## src/hdl/qcr_cfg_mem.sv

```systemverilog
/*
 Shared constants of the queue configuration capture block, and the small
 per-queue setup memory that serial loading fills.
 Assumes a single clock; the read data are registered, one cycle of latency.
*/

package qcr_pkg;
    localparam int QCR_QW = 5;
    localparam int QCR_CW = 6;
    localparam int QCR_FW = 16;
    localparam int QCR_WORD_W = 3 * QCR_FW;
    localparam int QCR_QBITS_W = 72;
    localparam logic [11:0] QCR_HDR_BITS = 12'h013;
    localparam logic [6:0] QCR_QUEUE_BITS = 7'h48;
    localparam int QCR_DEPTH_LSB = 0;
    localparam int QCR_AE_LSB = 16;
    localparam int QCR_AF_LSB = 32;
    localparam int QCR_HDR_CNT_LSB = 0;
    localparam logic [QCR_CW-1:0] QCR_Q_ONE = 6'h01;
    localparam logic [QCR_CW-1:0] QCR_Q16 = 6'h10;
    localparam logic [QCR_CW-1:0] QCR_Q32 = 6'h20;
    localparam logic [QCR_FW-1:0] QCR_OFS_LOW = 16'h0008;
    localparam logic [QCR_FW-1:0] QCR_OFS_HIGH = 16'h0080;
    localparam logic [1:0] QCR_BUS_X36 = 2'h0;
    localparam logic [1:0] QCR_BUS_X18 = 2'h1;
    localparam logic [1:0] QCR_BUS_X9 = 2'h2;
    localparam logic [5:0] QCR_W36 = 6'h24;
    localparam logic [5:0] QCR_W18 = 6'h12;
    localparam logic [5:0] QCR_W9 = 6'h09;

    typedef enum logic [1:0] {
        QCR_SEL_WADDR = 2'b00,
        QCR_SEL_RADDR = 2'b01,
        QCR_SEL_16Q = 2'b10,
        QCR_SEL_32Q = 2'b11
    } qcr_sel_t;

    typedef enum logic [2:0] {
        QCR_ST_IDLE = 3'b000,
        QCR_ST_LOAD = 3'b001,
        QCR_ST_SERIAL = 3'b010,
        QCR_ST_DONE = 3'b011,
        QCR_ST_HOLD = 3'b100
    } qcr_state_t;
endpackage

`timescale 1ns/1ns

module qcr_cfg_mem #(
    parameter int DEPTH = 32,
    parameter int AW = 5,
    parameter int DW = 48
) (
    input wire logic clk_i,
    input wire logic wr_en_i,
    input wire logic [AW-1:0] wr_addr_i,
    input wire logic [DW-1:0] wr_data_i,
    input wire logic [AW-1:0] rd_addr_i,
    output logic [DW-1:0] rd_data_o
);
    logic [DW-1:0] mem_r [DEPTH];

    // No reset on the array: contents are only read after a full serial load
    always_ff @(posedge clk_i) begin
        if (wr_en_i) begin
            mem_r[wr_addr_i] <= wr_data_i;
        end
    end

    always_ff @(posedge clk_i) begin
        rd_data_o <= mem_r[rd_addr_i];
    end
endmodule

```

## src/hdl/qcr_top.sv

```systemverilog
/*
 Master-reset and programming-mode capture for a multi-queue flow-control
 memory: strap latching, setup loading and completion signalling.
 Assumes all control pins are asynchronous to REF_CLK_I and that the serial
 clock is much slower than REF_CLK_I, so it can be sampled.
*/
`timescale 1ns/1ns

module qcr_top #(
    parameter logic [31:0] TOTAL_WORDS = 32'h00004000,
    parameter logic [15:0] LOAD_CYCLES = 16'h0040
) (
    input wire logic REF_CLK_I,
    input wire logic SYS_RST_I,
    input wire logic CONFIG_RESET_N_I,
    input wire logic [1:0] QUEUE_PROGRAM_SELECT_I,
    input wire logic DEFAULT_MODE_SELECT_I,
    input wire logic OFFSET_CHOICE_I,
    input wire logic PACKET_MODE_SELECT_I,
    input wire logic FLAG_BUS_STYLE_I,
    input wire logic [3:0] WIDTH_MATCH_SELECT_I,
    input wire logic MASTER_DEVICE_SELECT_I,
    input wire logic [2:0] DEVICE_POSITION_CODE_I,
    input wire logic [qcr_pkg::QCR_QW-1:0] WRITE_ADDR_I,
    input wire logic [qcr_pkg::QCR_QW-1:0] READ_ADDR_I,
    input wire logic SERIAL_CLK_I,
    input wire logic SERIAL_DATA_I,
    input wire logic SERIAL_ENABLE_IN_N_I,
    input wire logic QUEUE_WRITE_REQ_I,
    input wire logic QUEUE_READ_REQ_I,
    input wire logic [qcr_pkg::QCR_QW-1:0] QUEUE_INFO_SEL_I,
    output logic SERIAL_ENABLE_OUT_O,
    output logic CONFIG_DONE_O,
    output logic QUEUE_WRITE_EN_O,
    output logic QUEUE_READ_EN_O,
    output logic [qcr_pkg::QCR_CW-1:0] QUEUE_COUNT_O,
    output logic [qcr_pkg::QCR_FW-1:0] QUEUE_DEPTH_O,
    output logic [qcr_pkg::QCR_FW-1:0] ALMOST_EMPTY_OFFSET_O,
    output logic [qcr_pkg::QCR_FW-1:0] ALMOST_FULL_OFFSET_O,
    output logic [5:0] IN_WIDTH_O,
    output logic [5:0] OUT_WIDTH_O,
    output logic PACKET_MODE_O,
    output logic FLAG_BUS_STYLE_O,
    output logic MASTER_DEVICE_O,
    output logic [2:0] DEVICE_POSITION_O
);
    import qcr_pkg::*;

    // ------------------------------------------------------------
    // Functions
    // ------------------------------------------------------------
    function automatic logic [5:0] bus_width(input logic [1:0] code);
        unique case (code)
            QCR_BUS_X18: bus_width = QCR_W18;
            QCR_BUS_X9: bus_width = QCR_W9;
            default: bus_width = QCR_W36;
        endcase
    endfunction

    function automatic logic [QCR_FW-1:0] even_depth(input logic [QCR_CW-1:0] cnt);
        logic [31:0] q;
        q = (cnt == '0) ? 32'h0 : TOTAL_WORDS / {26'h0, cnt};
        even_depth = q[QCR_FW-1:0];
    endfunction

    // ------------------------------------------------------------
    // Pin synchronisers
    // ------------------------------------------------------------
    // Reset, serial clock and serial enable: three stages, a change counts once stages two and three agree
    logic [2:0] rst_s_r, sclk_s_r, serial_enable_in_s_r;
    logic [1:0] sdat_s_r;
    logic rst_lvl_r, sclk_lvl_r, serial_enable_in_lvl_r;
    logic [18:0] strap_s1_r, strap_s2_r, strap_s3_r;
    logic [18:0] strap_pins;

    assign strap_pins = {QUEUE_PROGRAM_SELECT_I, DEFAULT_MODE_SELECT_I, OFFSET_CHOICE_I,
                         PACKET_MODE_SELECT_I, FLAG_BUS_STYLE_I, WIDTH_MATCH_SELECT_I,
                         MASTER_DEVICE_SELECT_I, DEVICE_POSITION_CODE_I, WRITE_ADDR_I[0],
                         READ_ADDR_I[0], 3'h0};

    always_ff @(posedge REF_CLK_I or posedge SYS_RST_I) begin
        if (SYS_RST_I) begin
            // Idle level of the pin is high; a low start would fake a rise
            rst_s_r <= 3'h7;
            sclk_s_r <= 3'h0;
            serial_enable_in_s_r <= 3'h7;
            sdat_s_r <= 2'h0;
            strap_s1_r <= '0;
            strap_s2_r <= '0;
            strap_s3_r <= '0;
        end else begin
            rst_s_r <= {rst_s_r[1:0], CONFIG_RESET_N_I};
            sclk_s_r <= {sclk_s_r[1:0], SERIAL_CLK_I};
            serial_enable_in_s_r <= {serial_enable_in_s_r[1:0], SERIAL_ENABLE_IN_N_I};
            sdat_s_r <= {sdat_s_r[0], SERIAL_DATA_I};
            strap_s1_r <= strap_pins;
            strap_s2_r <= strap_s1_r;
            strap_s3_r <= strap_s2_r;
        end
    end

    // Address buses are wider than the strap vector carries; their own stages
    logic [QCR_QW-1:0] wa_s1_r, wa_s2_r, wa_s3_r, ra_s1_r, ra_s2_r, ra_s3_r;

    always_ff @(posedge REF_CLK_I or posedge SYS_RST_I) begin
        if (SYS_RST_I) begin
            wa_s1_r <= '0;
            wa_s2_r <= '0;
            wa_s3_r <= '0;
            ra_s1_r <= '0;
            ra_s2_r <= '0;
            ra_s3_r <= '0;
        end else begin
            wa_s1_r <= WRITE_ADDR_I;
            wa_s2_r <= wa_s1_r;
            wa_s3_r <= wa_s2_r;
            ra_s1_r <= READ_ADDR_I;
            ra_s2_r <= ra_s1_r;
            ra_s3_r <= ra_s2_r;
        end
    end

    always_ff @(posedge REF_CLK_I or posedge SYS_RST_I) begin
        if (SYS_RST_I) begin
            rst_lvl_r <= 1'b1;
            sclk_lvl_r <= 1'b0;
            serial_enable_in_lvl_r <= 1'b1;
        end else begin
            if (rst_s_r[1] == rst_s_r[2]) begin
                rst_lvl_r <= rst_s_r[2];
            end
            if (sclk_s_r[1] == sclk_s_r[2]) begin
                sclk_lvl_r <= sclk_s_r[2];
            end
            if (serial_enable_in_s_r[1] == serial_enable_in_s_r[2]) begin
                serial_enable_in_lvl_r <= serial_enable_in_s_r[2];
            end
        end
    end

    logic cfg_rise, sclk_rise;
    assign cfg_rise = !rst_lvl_r && rst_s_r[1] && rst_s_r[2];
    assign sclk_rise = !sclk_lvl_r && sclk_s_r[1] && sclk_s_r[2];

    // ------------------------------------------------------------
    // Strap and mode capture
    // ------------------------------------------------------------
    logic [1:0] queue_program_select_r;
    logic dfm_r, ofs_r, pkt_r, fbs_r, master_device_select_r;
    logic [3:0] width_r;
    logic [2:0] pos_r;
    logic [QCR_QW-1:0] addr_cap_r;

    always_ff @(posedge REF_CLK_I or posedge SYS_RST_I) begin
        if (SYS_RST_I) begin
            queue_program_select_r <= 2'h0;
            dfm_r <= 1'b0;
            ofs_r <= 1'b0;
            pkt_r <= 1'b0;
            fbs_r <= 1'b0;
            width_r <= 4'h0;
            master_device_select_r <= 1'b0;
            pos_r <= 3'h0;
            addr_cap_r <= '0;
        end else if (cfg_rise) begin
            {queue_program_select_r, dfm_r, ofs_r, pkt_r, fbs_r, width_r, master_device_select_r, pos_r} <= strap_s3_r[18:5];
            addr_cap_r <= strap_s3_r[17] ? ra_s3_r : wa_s3_r;
        end
    end

    assign PACKET_MODE_O = pkt_r;
    assign FLAG_BUS_STYLE_O = fbs_r;
    assign MASTER_DEVICE_O = master_device_select_r;
    assign DEVICE_POSITION_O = pos_r;
    assign IN_WIDTH_O = bus_width(width_r[1:0]);
    assign OUT_WIDTH_O = bus_width(width_r[3:2]);

    // ------------------------------------------------------------
    // Configuration sequencer
    // ------------------------------------------------------------
    qcr_state_t state_r;
    logic serial_r;
    logic [QCR_CW-1:0] qcount_r;
    logic [15:0] load_cnt_r;
    logic [11:0] hdr_cnt_r;
    logic [18:0] hdr_sh_r;
    logic [6:0] qbit_r;
    logic [QCR_QW-1:0] qidx_r;
    logic [QCR_QBITS_W-1:0] q_sh_r;
    logic mem_we_r;
    logic [QCR_WORD_W-1:0] mem_wd_r;
    logic [QCR_QW-1:0] mem_wa_r;
    logic [18:0] hdr_nxt;
    logic [QCR_QBITS_W-1:0] q_nxt;
    logic [QCR_CW-1:0] hdr_cnt_val;

    assign hdr_nxt = {sdat_s_r[1], hdr_sh_r[18:1]};
    assign q_nxt = {sdat_s_r[1], q_sh_r[QCR_QBITS_W-1:1]};
    assign hdr_cnt_val = {1'b0, hdr_nxt[QCR_HDR_CNT_LSB +: QCR_QW]} + QCR_Q_ONE;

    always_ff @(posedge REF_CLK_I or posedge SYS_RST_I) begin
        if (SYS_RST_I) begin
            state_r <= QCR_ST_IDLE;
            serial_r <= 1'b0;
            qcount_r <= '0;
            load_cnt_r <= 16'h0;
            hdr_cnt_r <= 12'h0;
            hdr_sh_r <= '0;
            qbit_r <= 7'h0;
            qidx_r <= '0;
            q_sh_r <= '0;
            mem_we_r <= 1'b0;
            mem_wd_r <= '0;
            mem_wa_r <= '0;
        end else if (!rst_lvl_r && !cfg_rise) begin
            // Held in master reset: state, counters and queue count cleared; shift registers and write data kept
            state_r <= QCR_ST_IDLE;
            serial_r <= 1'b0;
            qcount_r <= '0;
            load_cnt_r <= 16'h0;
            hdr_cnt_r <= 12'h0;
            qbit_r <= 7'h0;
            qidx_r <= '0;
            mem_we_r <= 1'b0;
        end else begin
            mem_we_r <= 1'b0;
            unique case (state_r)
                QCR_ST_IDLE: begin
                    if (cfg_rise) begin
                        load_cnt_r <= 16'h0;
                        serial_r <= !strap_s3_r[16];
                        if (strap_s3_r[16]) begin
                            state_r <= QCR_ST_LOAD;
                            unique case (qcr_sel_t'(strap_s3_r[18:17]))
                                QCR_SEL_16Q: qcount_r <= QCR_Q16;
                                QCR_SEL_32Q: qcount_r <= QCR_Q32;
                                QCR_SEL_RADDR: qcount_r <= {1'b0, ra_s3_r} + QCR_Q_ONE;
                                QCR_SEL_WADDR: qcount_r <= {1'b0, wa_s3_r} + QCR_Q_ONE;
                            endcase
                        end else if (strap_s3_r[18:17] == QCR_SEL_32Q) begin
                            state_r <= QCR_ST_SERIAL;
                        end else begin
                            // Reserved codes never complete, so access stays blocked
                            state_r <= QCR_ST_HOLD;
                        end
                    end
                end
                QCR_ST_LOAD: begin
                    load_cnt_r <= load_cnt_r + 16'h1;
                    if (load_cnt_r == LOAD_CYCLES - 16'h1) begin
                        state_r <= QCR_ST_DONE;
                    end
                end
                QCR_ST_SERIAL: begin
                    if (sclk_rise && !serial_enable_in_lvl_r) begin
                        if (hdr_cnt_r != QCR_HDR_BITS) begin
                            hdr_sh_r <= hdr_nxt;
                            hdr_cnt_r <= hdr_cnt_r + 12'h1;
                            if (hdr_cnt_r == QCR_HDR_BITS - 12'h1) begin
                                qcount_r <= hdr_cnt_val;
                            end
                        end else begin
                            q_sh_r <= q_nxt;
                            qbit_r <= qbit_r + 7'h1;
                            if (qbit_r == QCR_QUEUE_BITS - 7'h1) begin
                                qbit_r <= 7'h0;
                                mem_we_r <= 1'b1;
                                mem_wa_r <= qidx_r;
                                mem_wd_r <= q_nxt[QCR_WORD_W-1:0];
                                qidx_r <= qidx_r + 5'h1;
                                if ({1'b0, qidx_r} == qcount_r - QCR_Q_ONE) begin
                                    state_r <= QCR_ST_LOAD;
                                end
                            end
                        end
                    end
                end
                QCR_ST_DONE: state_r <= QCR_ST_DONE;
                QCR_ST_HOLD: state_r <= QCR_ST_HOLD;
                default: state_r <= QCR_ST_IDLE;
            endcase
        end
    end

    assign CONFIG_DONE_O = (state_r == QCR_ST_DONE);
    assign QUEUE_COUNT_O = qcount_r;
    assign QUEUE_WRITE_EN_O = QUEUE_WRITE_REQ_I && CONFIG_DONE_O;
    assign QUEUE_READ_EN_O = QUEUE_READ_REQ_I && CONFIG_DONE_O;

    // ------------------------------------------------------------
    // Completion indication
    // ------------------------------------------------------------
    // After completion the output follows the serial enable input
    always_ff @(posedge REF_CLK_I or posedge SYS_RST_I) begin
        if (SYS_RST_I) begin
            SERIAL_ENABLE_OUT_O <= 1'b1;
        end else begin
            SERIAL_ENABLE_OUT_O <= CONFIG_DONE_O ? serial_enable_in_lvl_r : 1'b1;
        end
    end

    // ------------------------------------------------------------
    // Per-queue setup readout
    // ------------------------------------------------------------
    logic [QCR_WORD_W-1:0] mem_rd;
    logic [QCR_FW-1:0] fixed_ofs;
    logic sel_ok;

    qcr_cfg_mem #(.DEPTH(32), .AW(QCR_QW), .DW(QCR_WORD_W)) u_mem (
        .clk_i(REF_CLK_I),
        .wr_en_i(mem_we_r),
        .wr_addr_i(mem_wa_r),
        .wr_data_i(mem_wd_r),
        .rd_addr_i(QUEUE_INFO_SEL_I),
        .rd_data_o(mem_rd)
    );

    assign fixed_ofs = ofs_r ? QCR_OFS_HIGH : QCR_OFS_LOW;
    assign sel_ok = CONFIG_DONE_O && ({1'b0, QUEUE_INFO_SEL_I} < qcount_r);

    always_ff @(posedge REF_CLK_I or posedge SYS_RST_I) begin
        if (SYS_RST_I) begin
            QUEUE_DEPTH_O <= '0;
            ALMOST_EMPTY_OFFSET_O <= '0;
            ALMOST_FULL_OFFSET_O <= '0;
        end else if (!sel_ok) begin
            QUEUE_DEPTH_O <= '0;
            ALMOST_EMPTY_OFFSET_O <= '0;
            ALMOST_FULL_OFFSET_O <= '0;
        end else if (serial_r) begin
            // Memory read lags the select by one cycle; hold the select steady
            QUEUE_DEPTH_O <= mem_rd[QCR_DEPTH_LSB +: QCR_FW];
            ALMOST_EMPTY_OFFSET_O <= mem_rd[QCR_AE_LSB +: QCR_FW];
            ALMOST_FULL_OFFSET_O <= mem_rd[QCR_AF_LSB +: QCR_FW];
        end else begin
            QUEUE_DEPTH_O <= even_depth(qcount_r);
            ALMOST_EMPTY_OFFSET_O <= fixed_ofs;
            ALMOST_FULL_OFFSET_O <= fixed_ofs;
        end
    end

    // ------------------------------------------------------------
    // Assertions
    // ------------------------------------------------------------
    cfg_clear_a: assert property (@(posedge REF_CLK_I) disable iff (SYS_RST_I)
        (!rst_lvl_r && !cfg_rise) |=> (state_r == QCR_ST_IDLE) && !CONFIG_DONE_O)
        else $error("setup not cleared during master reset");
    access_gate_a: assert property (@(posedge REF_CLK_I) disable iff (SYS_RST_I)
        (QUEUE_WRITE_EN_O || QUEUE_READ_EN_O) |-> (state_r == QCR_ST_DONE))
        else $error("queue access before configuration done");
    mode_latch_a: assert property (@(posedge REF_CLK_I) disable iff (SYS_RST_I)
        cfg_rise |=> (queue_program_select_r == $past(strap_s3_r[18:17])) && (dfm_r == $past(strap_s3_r[16])))
        else $error("mode selects not latched on reset rise");
    load_time_a: assert property (@(posedge REF_CLK_I) disable iff (SYS_RST_I)
        $rose(CONFIG_DONE_O) |-> $past(state_r) == QCR_ST_LOAD
            && $past(load_cnt_r) == LOAD_CYCLES - 16'h1)
        else $error("configuration finished without load cycles");
    serial_enable_out_fall_a: assert property (@(posedge REF_CLK_I) disable iff (SYS_RST_I)
        !CONFIG_DONE_O |=> SERIAL_ENABLE_OUT_O)
        else $error("serial enable out low before completion");
    count_range_a: assert property (@(posedge REF_CLK_I) disable iff (SYS_RST_I)
        CONFIG_DONE_O |-> qcount_r >= QCR_Q_ONE && qcount_r <= QCR_Q32
            && (!dfm_r || queue_program_select_r[1] == 1'b0 || qcount_r == QCR_Q16 || qcount_r == QCR_Q32))
        else $error("queue count out of range");
    fixed_ofs_a: assert property (@(posedge REF_CLK_I) disable iff (SYS_RST_I)
        (sel_ok && !serial_r) |=> ALMOST_EMPTY_OFFSET_O == (ofs_r ? QCR_OFS_HIGH : QCR_OFS_LOW)
            && ALMOST_FULL_OFFSET_O == ALMOST_EMPTY_OFFSET_O)
        else $error("fixed offset wrong");
    strap_hold_a: assert property (@(posedge REF_CLK_I) disable iff (SYS_RST_I)
        !cfg_rise |=> $stable(width_r) && $stable(dfm_r) && $stable(queue_program_select_r) && $stable(pos_r))
        else $error("latched strap changed without master reset");
    sel_decode_a: assert property (@(posedge REF_CLK_I) disable iff (SYS_RST_I)
        (cfg_rise && state_r == QCR_ST_IDLE && !strap_s3_r[16] && strap_s3_r[18:17] != 2'b11)
            |=> state_r == QCR_ST_HOLD ##1 !CONFIG_DONE_O)
        else $error("reserved select code did not stall");
    width_map_a: assert property (@(posedge REF_CLK_I) disable iff (SYS_RST_I)
        (IN_WIDTH_O == QCR_W9 || IN_WIDTH_O == QCR_W18 || IN_WIDTH_O == QCR_W36)
            && (width_r[1:0] != QCR_BUS_X9 || IN_WIDTH_O == QCR_W9))
        else $error("port width decode wrong");
endmodule

```

## config.mk

```make
export PLATFORM = sky130hd
export DESIGN_NAME = qcr_top
export DESIGN_NICKNAME = d
export VERILOG_FILES = /design/src/hdl/qcr_cfg_mem.sv /design/src/hdl/qcr_top.sv
export SDC_FILE = /design/constraint.sdc
export NUM_CORES = 2
export LEC_CHECK = 0
export BUFFER_PORTS_ARGS = -buffer_cell sky130_fd_sc_hd__buf_2
export CAP_MARGIN = 10
export CORE_AREA = 2 2 460 462
export DETAILED_ROUTE_END_ITERATION = 8
export DIE_AREA = 0 0 462 464
export GPL_ROUTABILITY_DRIVEN = 0
export PLACE_DENSITY = 0.72
export SLEW_MARGIN = 20
export SYNTH_ARGS = -nofsm -noshare
export SYNTH_HDL_FRONTEND = slang
export SYNTH_SLANG_ARGS = --single-unit
```

## constraint.sdc

```tcl
create_clock -name REF_CLK_I -period 61 [get_ports REF_CLK_I]
set_input_delay 9.15 -clock REF_CLK_I [delete_from_list [all_inputs] [get_ports REF_CLK_I]]
set_output_delay 9.15 -clock REF_CLK_I [all_outputs]
set_load 0.02 [all_outputs]
```

==> reports/results.ini <==
[cts]
cts_root_buf = clkbuf_16
cts_inserted_buffers = 179
cts_tree = done
clk_latency_ps = 820
cts_sinks = 1923
cts.path.max_buffers = 3
htreeDepth = 4
cts-hold-fix-buffers = 0
path_clk_slew_ps = 70

[timing]
period_needed_ps = 58160
worst_slack_ps = 2842
hold_viol = 0
worst_hold_slack_ps = 323.7
fin_crit_sh = 0.9534
fmax_mhz = 17.19
worst_pin_slew_ps = 1231
skew_ps = 54.06
timing.final.max_slew_violations = 0
setup_viol = 0
setup-tns-final_ps = 0
max_slew_margin = 0.1791

[critical_path]
crit_top_cell = a21o_1
cp-end-kind = register
critical-path-max-stage-delay_ps = 540
start_kind = register
critical_path_class = reg -> reg
worstPathArrival_ps = 58840
critical_path.max_fanout = 17
reg2reg_slack_ps = 2840
required_ps = 61680
cpMaxStageDelayCell = or4b_4

[grt]
grt.overflow.total = 0
antenna_found_initial = 1
grt_pass1_vias = 60110
track_usage = 0.2290
grt_max_degree = 130
grt_pass1_wl_mm = 374.9

[final_layout]
syn2layout_area_growth_pct = 14.69
nets = 7080
fill_cells = 16700
final_util = 0.5149
final_common_cell = edfxtp_1
drive_gt1_frac = 0.2839
final_cell_mix = edfxtp_1 (1,536), mux4_2 (480), buf_4 (418)

[die]
die_x_microns = 462
start_util = 0.4489
die-area_sq_um = 214400
fp.dieH_microns = 464
io-pin-count = 113
core_area_sq_um = 209200
fp-row-count = 168

[synthesis]
yosysWarnings = 0
synth_edf_count = 1536
synth_seq_area_share = 0.5919
synthFlopType = edfxtp_1
avgSynthCellArea_sq_um = 14.61
ys_ff_latch = 1923
synth_cell_types = 167
ys_async_sr_fraction = 0.1763
syn_inst = 6427
syn_nets = 6624
syn_area_sq_um = 93890

[job]
cap_violations = 0

[place]
place_ws_ps = -2608
dp_hpwl_mm = 147.0
numPortBuffers = 112

[routing]
drt_iter0_markers = 6808
routed-via-count = 61780
ant_nets = 0
drtPass1Iterations = 7
wl_mm = 252.7
routed_via_density = 6.272
drt-wirelength-per-cell_microns = 25.65
drcViolationCount = 0

[status]
status = completed

[min_path]
hold_path.class = reg -> reg

==> cells in the mapped netlist (19+ instances only) <==
library cell / instances / area (sq um)
nor2_1: 410 / 1539
o21ai_0: 173 / 865.8
and4_1: 19 / 166.4
o2111ai_1: 23 / 201.4
o21ai_1: 37 / 185.2
mux4_2: 480 / 10810
nand3_1: 131 / 655.6
buf_2: 34 / 170.2
o211a_1: 23 / 230.2
clkbuf_1: 141 / 529.3
dfxtp_1: 48 / 960.9
or2_2: 28 / 175.2
mux2i_1: 55 / 550.5
nor2b_1: 34 / 212.7
a211oi_1: 43 / 322.8
nor3_1: 127 / 635.6
a21o_1: 128 / 960.9
o21bai_1: 20 / 150.1
nand2_1: 308 / 1156
xor2_1: 107 / 937.2
nand2b_1: 73 / 456.7
nand3b_1: 20 / 150.1
nor4_1: 43 / 269.0
dfrtp_1: 330 / 8258
nand4_1: 75 / 469.2
and3_1: 56 / 350.3
buf_1: 43 / 161.4
xnor2_1: 150 / 1314
buf_4: 40 / 300.3
inv_1: 95 / 356.6
a31oi_1: 71 / 444.2
o22ai_1: 19 / 118.9
or3_1: 47 / 294.0
o21a_1: 49 / 367.9
o31ai_1: 44 / 330.3
o31a_1: 25 / 219.0
a21oi_1: 256 / 1281
mux2_2: 231 / 2601
o211ai_1: 45 / 337.8
ha_1: 160 / 2002
and2_1: 89 / 556.8
edfxtp_1: 1536 / 46120
==> what timing repair did <==
item,4_1_cts,5_1_grt
pin swaps,11,153
cloned,2,4
endpoints found under the setup margin,2,3
buffers inserted,16,165
gates resized for setup,20,188
==> worst paths after layout <==
check | cells past startpoint | start | endpoint
max | 322 | QUEUE_COUNT_O[1] | QUEUE_DEPTH_O[0]
min | 0 | strap_s1_r[13] | strap_s2_r[13]
max reg2reg | 322 | QUEUE_COUNT_O[1] | QUEUE_DEPTH_O[0]
min reg2reg | 0 | strap_s1_r[13] | strap_s2_r[13]
max in group asynchronous | 5 | SYS_RST_I | mem_wd_r[39]
min in group asynchronous | 2 | SYS_RST_I | sclk_s_r[0]
==> per-stage QoR <==
stage | cells | area, sq um
after floorplan | 6427 | 94520
after global placement | 9316 | 99300
after detailed placement | 9320 | 99390
after CTS | 9676 | 105600
after global routing | 9845 | 107700
final | 9850 | 107700
==> sequential cells by signal, summed over array words and instances (netlist names), 18 cells and up <==
name             cells
u_mem.mem_r       1536
q_sh_r              71
mem_wd_r            48
u_mem.rd_data_o     48
hdr_sh_r            18
==> cells by family (layout without fill, tap and decap cells) <==
kind of cell	Yosys count	after routing	share of synthesized area
flops	1923	1923	0.5919
simple gates	1656	1661	0.09512
compound gates	1275	1275	0.09817
mux	781	781	0.1507
buf+inv	369	977	0.01790
xor+xnor	261	261	0.02467
fa+ha+maj	162	162	0.02153
other cells	0	5	0
==> worst max-delay path, delay by kind of cell, from the launching register on <==
family                   cells  cell delay (ps)
adder cells (fa/ha/maj)     31             9130
buffers and inverters       21             2720
AO/OA/AOI/OAI              144            24470
AND/OR/NAND/NOR            118            18960
multiplexers                 8             2210
flip-flops                   1              360
==> cell type report <==
type | instances | area [sq um] | share of cell area
antenna | 5 | 12.51 | 0.0001162
clock buffer | 244 | 5040 | 0.04680
clock inverter | 94 | 970.9 | 0.009017
inverter | 98 | 382.9 | 0.003556
multi-input combinational | 4140 | 38260 | 0.3553
sequential | 1923 | 55580 | 0.5162
tap | 2805 | 3510 | 0.03259
timing repair buffer | 541 | 3923 | 0.03643
==> metal layers <==
metal	wire [microns]	vias up	track usage
met2	126200	3083	0.3856
met5	0	-	0
met3	20300	537	0.03815
met1	98960	31510	0.3049
li1	-	26650	-
met4	7250	0	0.06640
Power is not shown: default switching activity piles up to over one toggle a cycle in this logic, so the estimate is an artifact.
